### config.mk
export PLATFORM = sky130hd
export DESIGN_NAME = sba_alarm_unit
export DESIGN_NICKNAME = d
export VERILOG_FILES = /design/src/pkg/sba_pkg.sv /design/src/hdl/sba_alarm_unit.sv
export VERILOG_INCLUDE_DIRS = /design/src /design/src/pkg
export SDC_FILE = /design/constraint.sdc
export NUM_CORES = 2
export LEC_CHECK = 0
export BUFFER_PORTS_ARGS = -buffer_cell sky130_fd_sc_hd__buf_2
export CORE_MARGIN = 2
export CORE_UTILIZATION = 43
export CTS_BUF_LIST = sky130_fd_sc_hd__clkbuf_2
export DETAILED_ROUTE_END_ITERATION = 8
export GPL_TIMING_DRIVEN = 0
export SLEW_MARGIN = 5
export SYNTH_ARGS = -nofsm -noshare
export SYNTH_HDL_FRONTEND = slang
export SYNTH_SLANG_ARGS = --single-unit
### constraint.sdc
create_clock -name sys_clk -period 3.4 [get_ports sys_clk]
set_input_delay 0.51 -clock sys_clk [delete_from_list [all_inputs] [get_ports sys_clk]]
set_output_delay 0.51 -clock sys_clk [all_outputs]
set_load 0.005 [all_outputs]
### src/pkg/sba_defs.svh
// register offsets, field positions and reset values of the spectral alarm unit
// assumes byte-addressed 16-bit registers reached by the serial register port
`ifndef SBA_DEFS_SVH
`define SBA_DEFS_SVH

`define SBA_OFS_F_LOW 7'h20
`define SBA_OFS_F_HIGH 7'h22
`define SBA_OFS_X_WARN 7'h24
`define SBA_OFS_Y_WARN 7'h26
`define SBA_OFS_Z_WARN 7'h28
`define SBA_OFS_X_FAULT 7'h2a
`define SBA_OFS_Y_FAULT 7'h2c
`define SBA_OFS_Z_FAULT 7'h2e
`define SBA_OFS_PNTR 7'h30
`define SBA_OFS_SYS_LVL 7'h32
`define SBA_OFS_CFG 7'h34
`define SBA_OFS_DIAG 7'h3c
`define SBA_OFS_X_STAT 7'h40
`define SBA_OFS_Y_STAT 7'h42
`define SBA_OFS_Z_STAT 7'h44
`define SBA_OFS_X_PEAK 7'h46
`define SBA_OFS_Y_PEAK 7'h48
`define SBA_OFS_Z_PEAK 7'h4a
`define SBA_OFS_X_BIN 7'h70
`define SBA_OFS_Y_BIN 7'h72
`define SBA_OFS_Z_BIN 7'h74

`define SBA_CFG_RST 16'h0080
`define SBA_CFG_DELAY_HI 11
`define SBA_CFG_DELAY_LO 8
`define SBA_CFG_LATCH 7
`define SBA_CFG_AUX 6
`define SBA_CFG_SYS_POL 5
`define SBA_CFG_SYS_SRC 4
`define SBA_CFG_SYS_EN 3
`define SBA_CFG_AXIS_EN_LO 0

`define SBA_PNTR_BAND_HI 2
`define SBA_PNTR_RATE_HI 9
`define SBA_PNTR_RATE_LO 8
`define SBA_SYS_LVL_HI 11

`define SBA_DIAG_ALM_LO 8
`define SBA_NBANDS 6
`define SBA_NRATES 4
`define SBA_NAXES 3
`define SBA_CNT_MAX 5'h10

`endif

### src/pkg/sba_pkg.sv
// types shared by the spectral alarm unit and its surroundings
// assumes the FFT engine presents one bin of all three axes per cycle
package sba_pkg;

    // one FFT bin of all three axes, axis 0 = x
    typedef struct packed {
        logic [7:0] index;
        logic [2:0][15:0] mag;
    } sba_bin_t;

    // one-cycle command strobes decoded from the global command register
    typedef struct packed {
        logic clear_status;
        logic clear_settings;
        logic save_settings;
    } sba_cmd_t;

    // system measurement samples
    typedef struct packed {
        logic valid;
        logic [11:0] temp;
        logic [11:0] supply;
    } sba_meas_t;

endpackage : sba_pkg

### src/hdl/sba_alarm_unit.sv
// spectral band alarm unit: limits, thresholds, record evaluation and status
// assumes record, bin, measurement and command strobes come from sys_clk logic
`timescale 1ns/1ps
`include "sba_defs.svh"

module sba_alarm_unit (
    // clock and reset
    input wire logic sys_clk,
    input wire logic rstn,
    // register port, byte writes and word reads
    input wire logic reg_wr_en,
    input wire logic reg_rd_en,
    input wire logic [6:0] reg_addr,
    input wire logic [7:0] reg_wr_data,
    output logic [15:0] reg_rd_data,
    // fft record stream
    input wire logic rec_start,
    input wire logic rec_end,
    input wire logic bin_valid,
    input wire sba_pkg::sba_bin_t bin_in,
    input wire logic [1:0] active_rate,
    // system measurement and commands
    input wire sba_pkg::sba_meas_t meas_in,
    input wire sba_pkg::sba_cmd_t cmd_in,
    // alarm indicators
    output logic aux_output_one,
    output logic aux_output_two,
    output logic record_alarm
);
    import sba_pkg::*;

    localparam int NB = `SBA_NBANDS;
    localparam int NA = `SBA_NAXES;
    localparam int NL = `SBA_NBANDS * `SBA_NRATES;

    // configuration registers
    logic [15:0] cfg_reg;
    logic [2:0] band_ptr_reg;
    logic [1:0] rate_ptr_reg;
    logic [NA-1:0][15:0] warn_lvl_reg;
    logic [NA-1:0][15:0] fault_lvl_reg;
    logic [15:0] sys_lvl_reg;
    // band limits: staged by host, active after save
    logic [7:0] stage_lo [NL];
    logic [7:0] stage_hi [NL];
    logic [7:0] act_lo [NL];
    logic [7:0] act_hi [NL];
    logic locked_reg;
    // evaluation state
    logic [NA-1:0][NB-1:0] warn_hit_reg;
    logic [NA-1:0][NB-1:0] fault_hit_reg;
    logic [NA-1:0][NB-1:0] warn_flag_reg;
    logic [NA-1:0][NB-1:0] fault_flag_reg;
    logic [NA-1:0][NB-1:0] warn_flag_next;
    logic [NA-1:0][NB-1:0] fault_flag_next;
    logic [NA-1:0][NB-1:0] warn_now;
    logic [NA-1:0][NB-1:0] fault_now;
    logic [NA-1:0][15:0] run_peak_reg;
    logic [NA-1:0][7:0] run_bin_reg;
    logic [NA-1:0][15:0] peak_reg;
    logic [NA-1:0][7:0] peak_bin_reg;
    logic sys_alarm_reg;
    logic [3:0] diag_reg;
    logic [3:0] alarm_cur;

    // decoded write strobes
    logic [6:0] word_addr;
    logic wr_lo;
    logic wr_hi;
    logic ptr_ok;
    logic [4:0] ptr_idx;
    logic [3:0] delay;
    logic [NA-1:0] axis_en;

    assign word_addr = {reg_addr[6:1], 1'b0};
    assign wr_lo = reg_wr_en && !reg_addr[0];
    assign wr_hi = reg_wr_en && reg_addr[0];
    assign ptr_ok = (band_ptr_reg >= 3'h1) && (band_ptr_reg <= 3'h6);
    assign ptr_idx = 5'(rate_ptr_reg * NB + band_ptr_reg - 3'h1);
    assign delay = cfg_reg[`SBA_CFG_DELAY_HI:`SBA_CFG_DELAY_LO];
    assign axis_en = cfg_reg[`SBA_CFG_AXIS_EN_LO +: NA];

    // byte merge of a 16-bit register
    function automatic logic [15:0] merge(input logic [15:0] old, input logic hi, input logic [7:0] d);
        merge = hi ? {d, old[7:0]} : {old[15:8], d};
    endfunction : merge

    // alarm configuration and pointer registers
    always_ff @(posedge sys_clk or negedge rstn) begin
        if (!rstn) begin
            cfg_reg <= `SBA_CFG_RST;
            band_ptr_reg <= 3'h0;
            rate_ptr_reg <= 2'h0;
            sys_lvl_reg <= 16'h0000;
        end else if (reg_wr_en) begin
            if (word_addr == `SBA_OFS_CFG) begin
                cfg_reg <= merge(cfg_reg, reg_addr[0], reg_wr_data) & 16'h0fff;
            end
            if (word_addr == `SBA_OFS_SYS_LVL) begin
                sys_lvl_reg <= merge(sys_lvl_reg, reg_addr[0], reg_wr_data);
            end
            if (reg_addr == `SBA_OFS_PNTR) begin
                band_ptr_reg <= reg_wr_data[`SBA_PNTR_BAND_HI:0];
            end
            if (wr_hi && word_addr == `SBA_OFS_PNTR) begin
                rate_ptr_reg <= reg_wr_data[`SBA_PNTR_RATE_HI-8:`SBA_PNTR_RATE_LO-8];
            end
        end
    end

    // per-axis warning and fault thresholds
    always_ff @(posedge sys_clk or negedge rstn) begin
        if (!rstn) begin
            warn_lvl_reg <= '0;
            fault_lvl_reg <= '0;
        end else if (reg_wr_en) begin
            for (int a = 0; a < NA; a++) begin
                if (word_addr == 7'(`SBA_OFS_X_WARN + 2 * a)) begin
                    warn_lvl_reg[a] <= merge(warn_lvl_reg[a], reg_addr[0], reg_wr_data);
                end
                if (word_addr == 7'(`SBA_OFS_X_FAULT + 2 * a)) begin
                    fault_lvl_reg[a] <= merge(fault_lvl_reg[a], reg_addr[0], reg_wr_data);
                end
            end
        end
    end

    // band limit staging, save and clear of the active set
    always_ff @(posedge sys_clk or negedge rstn) begin
        if (!rstn) begin
            for (int i = 0; i < NL; i++) begin
                stage_lo[i] <= 8'h00;
                stage_hi[i] <= 8'h00;
                act_lo[i] <= 8'h00;
                act_hi[i] <= 8'h00;
            end
            locked_reg <= 1'b0;
        end else if (cmd_in.clear_settings) begin
            for (int i = 0; i < NL; i++) begin
                stage_lo[i] <= 8'h00;
                stage_hi[i] <= 8'h00;
                act_lo[i] <= 8'h00;
                act_hi[i] <= 8'h00;
            end
            locked_reg <= 1'b0;
        end else begin
            if (wr_lo && ptr_ok && reg_addr == `SBA_OFS_F_LOW) begin
                stage_lo[ptr_idx] <= reg_wr_data;
            end
            if (wr_lo && ptr_ok && reg_addr == `SBA_OFS_F_HIGH) begin
                stage_hi[ptr_idx] <= reg_wr_data;
            end
            if (cmd_in.save_settings && !locked_reg) begin
                act_lo <= stage_lo;
                act_hi <= stage_hi;
                locked_reg <= 1'b1;
            end
        end
    end

    // per axis and band comparison, delay counting and flags
    for (genvar a = 0; a < NA; a++) begin : g_axis
        for (genvar b = 0; b < NB; b++) begin : g_band
            logic [4:0] li;
            logic in_band;
            logic [4:0] cnt_w_reg;
            logic [4:0] cnt_f_reg;
            logic [4:0] cnt_w_next;
            logic [4:0] cnt_f_next;
            logic w_rec;
            logic f_rec;

            assign li = 5'(active_rate * NB + b);
            assign in_band = (bin_in.index >= act_lo[li]) && (bin_in.index <= act_hi[li]);
            assign warn_now[a][b] = bin_valid && axis_en[a] && in_band
                && (bin_in.mag[a] > warn_lvl_reg[a]);
            assign fault_now[a][b] = bin_valid && axis_en[a] && in_band
                && (bin_in.mag[a] > fault_lvl_reg[a]);
            assign w_rec = warn_hit_reg[a][b] && axis_en[a];
            assign f_rec = fault_hit_reg[a][b] && axis_en[a];
            // consecutive record count saturates above the largest delay
            assign cnt_w_next = !w_rec ? 5'h00 : (cnt_w_reg == `SBA_CNT_MAX) ? cnt_w_reg : cnt_w_reg + 5'h01;
            assign cnt_f_next = !f_rec ? 5'h00 : (cnt_f_reg == `SBA_CNT_MAX) ? cnt_f_reg : cnt_f_reg + 5'h01;
            assign warn_flag_next[a][b] = w_rec && (cnt_w_next > {1'b0, delay});
            assign fault_flag_next[a][b] = f_rec && (cnt_f_next > {1'b0, delay});

            // accumulate hits across the bins of one record
            always_ff @(posedge sys_clk or negedge rstn) begin
                if (!rstn) begin
                    warn_hit_reg[a][b] <= 1'b0;
                    fault_hit_reg[a][b] <= 1'b0;
                end else if (rec_start) begin
                    warn_hit_reg[a][b] <= 1'b0;
                    fault_hit_reg[a][b] <= 1'b0;
                end else begin
                    warn_hit_reg[a][b] <= warn_hit_reg[a][b] | warn_now[a][b];
                    fault_hit_reg[a][b] <= fault_hit_reg[a][b] | fault_now[a][b];
                end
            end

            // counters and flags advance once per record
            always_ff @(posedge sys_clk or negedge rstn) begin
                if (!rstn) begin
                    cnt_w_reg <= 5'h00;
                    cnt_f_reg <= 5'h00;
                    warn_flag_reg[a][b] <= 1'b0;
                    fault_flag_reg[a][b] <= 1'b0;
                end else if (rec_end) begin
                    cnt_w_reg <= cnt_w_next;
                    cnt_f_reg <= cnt_f_next;
                    warn_flag_reg[a][b] <= warn_flag_next[a][b];
                    fault_flag_reg[a][b] <= fault_flag_next[a][b];
                end
            end
        end

        // worst alarm peak and its bin within the running record
        always_ff @(posedge sys_clk or negedge rstn) begin
            if (!rstn) begin
                run_peak_reg[a] <= 16'h0000;
                run_bin_reg[a] <= 8'h00;
                peak_reg[a] <= 16'h0000;
                peak_bin_reg[a] <= 8'h00;
            end else if (rec_start) begin
                run_peak_reg[a] <= 16'h0000;
                run_bin_reg[a] <= 8'h00;
            end else if (rec_end) begin
                peak_reg[a] <= run_peak_reg[a];
                peak_bin_reg[a] <= run_bin_reg[a];
            end else if (|warn_now[a] && bin_in.mag[a] > run_peak_reg[a]) begin
                run_peak_reg[a] <= bin_in.mag[a];
                run_bin_reg[a] <= bin_in.index;
            end
        end
    end

    // status word: fault/warn pair per band, most critical band below
    function automatic logic [15:0] status_word(input logic [NB-1:0] w, input logic [NB-1:0] f);
        logic [2:0] crit;
        crit = 3'h0;
        for (int b = NB - 1; b >= 0; b--) begin
            if (w[b] && !(|f)) begin
                crit = 3'(b + 1);
            end
        end
        for (int b = NB - 1; b >= 0; b--) begin
            if (f[b]) begin
                crit = 3'(b + 1);
            end
        end
        status_word = 16'h0000;
        for (int b = 0; b < NB; b++) begin
            status_word[4 + 2 * b] = w[b];
            status_word[5 + 2 * b] = f[b];
        end
        status_word[2:0] = crit;
    endfunction : status_word

    // system alarm on temperature or supply against the 12-bit level
    logic [11:0] sys_meas;
    assign sys_meas = cfg_reg[`SBA_CFG_SYS_SRC] ? meas_in.temp : meas_in.supply;
    always_ff @(posedge sys_clk or negedge rstn) begin
        if (!rstn) begin
            sys_alarm_reg <= 1'b0;
        end else if (!cfg_reg[`SBA_CFG_SYS_EN]) begin
            sys_alarm_reg <= 1'b0;
        end else if (meas_in.valid) begin
            sys_alarm_reg <= cfg_reg[`SBA_CFG_SYS_POL] ? (sys_meas < sys_lvl_reg[`SBA_SYS_LVL_HI:0])
                : (sys_meas > sys_lvl_reg[`SBA_SYS_LVL_HI:0]);
        end
    end

    // diagnostic alarm flags, live or latched until clear-status
    assign alarm_cur = {sys_alarm_reg, |(warn_flag_reg[2] | fault_flag_reg[2]),
        |(warn_flag_reg[1] | fault_flag_reg[1]), |(warn_flag_reg[0] | fault_flag_reg[0])};
    always_ff @(posedge sys_clk or negedge rstn) begin
        if (!rstn) begin
            diag_reg <= 4'h0;
        end else if (!cfg_reg[`SBA_CFG_LATCH] || cmd_in.clear_status) begin
            diag_reg <= alarm_cur;
        end else begin
            diag_reg <= diag_reg | alarm_cur;
        end
    end

    // alarm indicator outputs and record alarm pulse
    always_ff @(posedge sys_clk or negedge rstn) begin
        if (!rstn) begin
            aux_output_one <= 1'b0;
            aux_output_two <= 1'b0;
            record_alarm <= 1'b0;
        end else begin
            aux_output_one <= cfg_reg[`SBA_CFG_AUX] && (|warn_flag_reg);
            aux_output_two <= cfg_reg[`SBA_CFG_AUX] && (|fault_flag_reg);
            record_alarm <= rec_end && (|warn_flag_next || |fault_flag_next);
        end
    end

    // register read mux, unmapped words read zero
    logic [15:0] rd_mux;
    always_comb begin
        rd_mux = 16'h0000;
        unique case (word_addr)
            `SBA_OFS_F_LOW: rd_mux = ptr_ok ? {8'h00, stage_lo[ptr_idx]} : 16'h0000;
            `SBA_OFS_F_HIGH: rd_mux = ptr_ok ? {8'h00, stage_hi[ptr_idx]} : 16'h0000;
            `SBA_OFS_X_WARN: rd_mux = warn_lvl_reg[0];
            `SBA_OFS_Y_WARN: rd_mux = warn_lvl_reg[1];
            `SBA_OFS_Z_WARN: rd_mux = warn_lvl_reg[2];
            `SBA_OFS_X_FAULT: rd_mux = fault_lvl_reg[0];
            `SBA_OFS_Y_FAULT: rd_mux = fault_lvl_reg[1];
            `SBA_OFS_Z_FAULT: rd_mux = fault_lvl_reg[2];
            `SBA_OFS_PNTR: rd_mux = {6'h00, rate_ptr_reg, 5'h00, band_ptr_reg};
            `SBA_OFS_SYS_LVL: rd_mux = sys_lvl_reg;
            `SBA_OFS_CFG: rd_mux = cfg_reg;
            `SBA_OFS_DIAG: rd_mux = 16'(diag_reg) << `SBA_DIAG_ALM_LO;
            `SBA_OFS_X_STAT: rd_mux = status_word(warn_flag_reg[0], fault_flag_reg[0]);
            `SBA_OFS_Y_STAT: rd_mux = status_word(warn_flag_reg[1], fault_flag_reg[1]);
            `SBA_OFS_Z_STAT: rd_mux = status_word(warn_flag_reg[2], fault_flag_reg[2]);
            `SBA_OFS_X_PEAK: rd_mux = peak_reg[0];
            `SBA_OFS_Y_PEAK: rd_mux = peak_reg[1];
            `SBA_OFS_Z_PEAK: rd_mux = peak_reg[2];
            `SBA_OFS_X_BIN: rd_mux = {8'h00, peak_bin_reg[0]};
            `SBA_OFS_Y_BIN: rd_mux = {8'h00, peak_bin_reg[1]};
            `SBA_OFS_Z_BIN: rd_mux = {8'h00, peak_bin_reg[2]};
            default: rd_mux = 16'h0000;
        endcase
    end

    // read data is registered, one cycle after the read strobe
    always_ff @(posedge sys_clk or negedge rstn) begin
        if (!rstn) begin
            reg_rd_data <= 16'h0000;
        end else if (reg_rd_en) begin
            reg_rd_data <= rd_mux;
        end
    end

endmodule : sba_alarm_unit

==> impl_metrics.toml <==
[synthesis]
avgSynthCellArea_um2 = 10.8
synth_nets = 7681
synth-seq-cells = 1318
synth_edf_count = 0
yosysTopAreaCellShare_pct = 43.0
ys_seq_area_share_pct = 43.0
syn_area_um2 = 76700
synth_flop_cell = "dfrtp_1"
synth_cell_type_count = 94
synth.area.top_cells = "dfrtp_1, mux4_2, ha_1, a22o_1, mux2_2"
syn_inst = 7091
netlist.top_cell.by_area = "dfrtp_1"
async_reset_ff_share_pct = 100
ys_warn_count = 0

[die]
core_area_um2 = 178000
initial_core_util_pct = 43.1
die_w_um = 426
die_h_um = 426
die_area_um2 = 182000
num_rows = 155
ioPinCount = 127

[critical_path]
end_kind = "flip-flop"
critPathMostFrequentCell = "a21oi_1"
path_class = "flip-flop to flip-flop"
max_stage_delay_ns = 0.50
start_kind = "flip-flop"
critPathRequiredTime_ns = 5.22
cp_max_fo = 10
path_cells = "mux4_2, mux2i_2, nor2_1, a21oi_1, ha_1, a21oi_1, o21ai_0, o22ai_4, a222oi_1, a41oi_2, buf_6, buf_2, or4bb_1, o31ai_4"
cpMaxStageDelayCell = "dfrtp_1"
worstPathArrival_ns = 5.94

[clock_tree]
clk_pin_slew_worst_paths_ns = 0.13
clk_latency_ns = 2.03
cts_tree = "built"
ctsHtreeMaxLevel = 5
cts-root-buf = "clkbuf_2"
cts_num_sinks = 1318
clockBufferDepth = 4
numCtsBuffers = 377

[power]
vdd_drop_max_mv = 0.395
p_per_area_nw_per_um2 = 388
p_leak_nw = 39.2

[worst_hold_path]
hold_path.class = "input port to flip-flop"

[timing]
slew_violations = 31
slew-limit-headroom_pct = -6.32
min_period_over_period_pct = 121
worst_pin_slew_ns = 1.59
layout_min_cycle_time_ns = 4.12
fmax_mhz = 243
layout_setup_ws_ns = -0.719
rsz0062_at_grt = "yes"
setup_viol = 88
worst_clock_skew_ns = 0.257
hold_viol_final = 0

[global_route]
grt_use_total_pct = 39.0
grt_util_met1_pct = 51.1
met2_usage_pct = 54.9
antenna_found_initial = 46
use_met3_pct = 13.5
grt_first_pass_wirelength_um = 500000
grt_max_degree = 159
first_global_vias = 67100
busiest_layer = "met2"
overflow = 0

[final_layout]
area_growth_pct = 18.2
fillers = 16200
fin_nets = 8563
final_common_cell = "dfrtp_1"
stdcell_area_um2 = 90700
finalNonFillerCells = 10600
drive_gt1_share_pct = 24.2
final_cell_mix = "dfrtp_1, nand2_1, clkbuf_2"
fin_util_pct = 51.0

[drt]
vias = 69300
firstDrtPassIters = 7
wirelength_um = 360000
via_per_inst = 6.54
drc = 0
ant_nets = 0
routedWlPerCell_um = 34.0
drtIter0Drc = 9264

[placed_design]
gp_congestion = 1.07
hpwlAfterDp_um = 267000
io_buffer_count = 113
place_area_um2 = 81000
dp_cells = 9575

[outcome]
violations = "capacitance limit, slew limit, setup timing"
outcome = "finished, violations left"

[job]
drv_cap = 3
[synth_stat cells (all sizes together), types with 17 or more instances]
cell type	number
inv	278
nor2b	67
a22oi	74
a41oi	29
nor4bb	18
nand2b	69
clkbuf	404
nor3	65
xnor2	96
or2	22
o21a	28
a22o	417
o22ai	35
buf	97
o21ai	542
a21oi	591
nand3	127
nand2	604
xor2	53
a222oi	20
mux2i	231
a221oi	23
mux2	312
o31ai	54
nor4	22
a21o	34
ha	480
dfrtp	1317
nand4	78
and3	51
mux4	327
nand4b	17
nor2	371
[metrics by stage]
step	power (mW)	setup slack [ns]	setup TNS [ns]	hold slack [ns]
global placement	22.1	-28.15	-	0.473
floorplan	19.3	-0.683	-46.18	0.214
finish	35.2	-0.719	-46.28	0.170
detailed placement	22.2	-3.72	-816.58	0.406
CTS	34.6	-0.704	-48.39	0.00175
global route	36.3	-0.828	-55.40	0.105
[final timing paths]
kind	cells past startpoint	start	to	slack [ns]
setup / recovery	14	act_hi[173]$_DFFE_PN0P_	run_peak_reg[5]$_DFFE_PN0P_	-0.72
hold / removal	11	meas_in[4]	sys_alarm_reg$_DFFE_PN0P_	0.17
setup reg to reg	14	act_hi[173]$_DFFE_PN0P_	run_peak_reg[5]$_DFFE_PN0P_	-0.72
hold reg to reg	1	stage_hi[42]$_DFFE_PN0P_	act_hi[42]$_DFFE_PN0P_	0.38
max in group asynchronous	10	rstn	stage_hi[58]$_DFFE_PN0P_	0.29
min in group asynchronous	7	rstn	g_axis[0].g_band[1].cnt_w_reg[0]$_DFFE_PN0P_	0.46
[power by group]
group          switching [mW]  leakage, nW  internal, mW  total (mW)
clock                    7.26         2.41          4.40        11.7
combinational            5.09         18.7          2.33        7.43
sequential              0.261         18.1          15.9        16.1
total                    12.6         39.2          22.6        35.2
[worst max-delay path: cells and delay by family, from the launching register on]
kind	cells	cell delay [ns]
flops	1	0.50
fa+ha+maj	1	0.26
buf+inv	2	0.40
compound gates	7	1.49
simple gates	2	0.55
mux	2	0.76
[layout make-up]
class / instances / area (um^2) / share of cell area [%]
multi-input combinational: 4993 / 42700 / 47.1
sequential: 1318 / 33000 / 36.4
timing repair buffer: 508 / 4870 / 5.38
tap: 2355 / 2950 / 3.25
buffer: 496 / 2880 / 3.18
clock buffer: 540 / 2700 / 2.98
inverter: 279 / 1080 / 1.19
clock inverter: 69 / 353 / 0.389
antenna: 35 / 87.6 / 0.0966
[cells by family (layout without fill, tap and decap cells)]
logic type	Yosys count	in the layout	synth area share, %
AO/OA/AOI/OAI	1933	1933	16.3
XOR/XNOR	149	149	1.74
adder cells (fa/ha/maj)	482	482	7.88
buffers and inverters	780	1892	4.04
flip-flops	1318	1318	43.0
multiplexers	870	870	17.2
other	0	35	0
AND/OR/NAND/NOR	1559	1559	9.88
[timing repair]
action | 4_1_cts | 5_1_grt
buffers inserted | 45 | 61
resized for setup | 438 | 216
setup endpoints to repair | 566 | 532
pin swaps | 30 | 73
endpoints found under the hold margin | 1891 | 0
hold buffers | 268 | 0
cloned | 2 | 4
[per-layer routing]
metal / wire length (um) / share of wire, %
met1: 138000 / 38
met2: 150000 / 42
met4: 26300 / 7.3
met5: 153 / 0.042
met3: 45600 / 13
No activity file was read; power rests on OpenSTA's default activity.
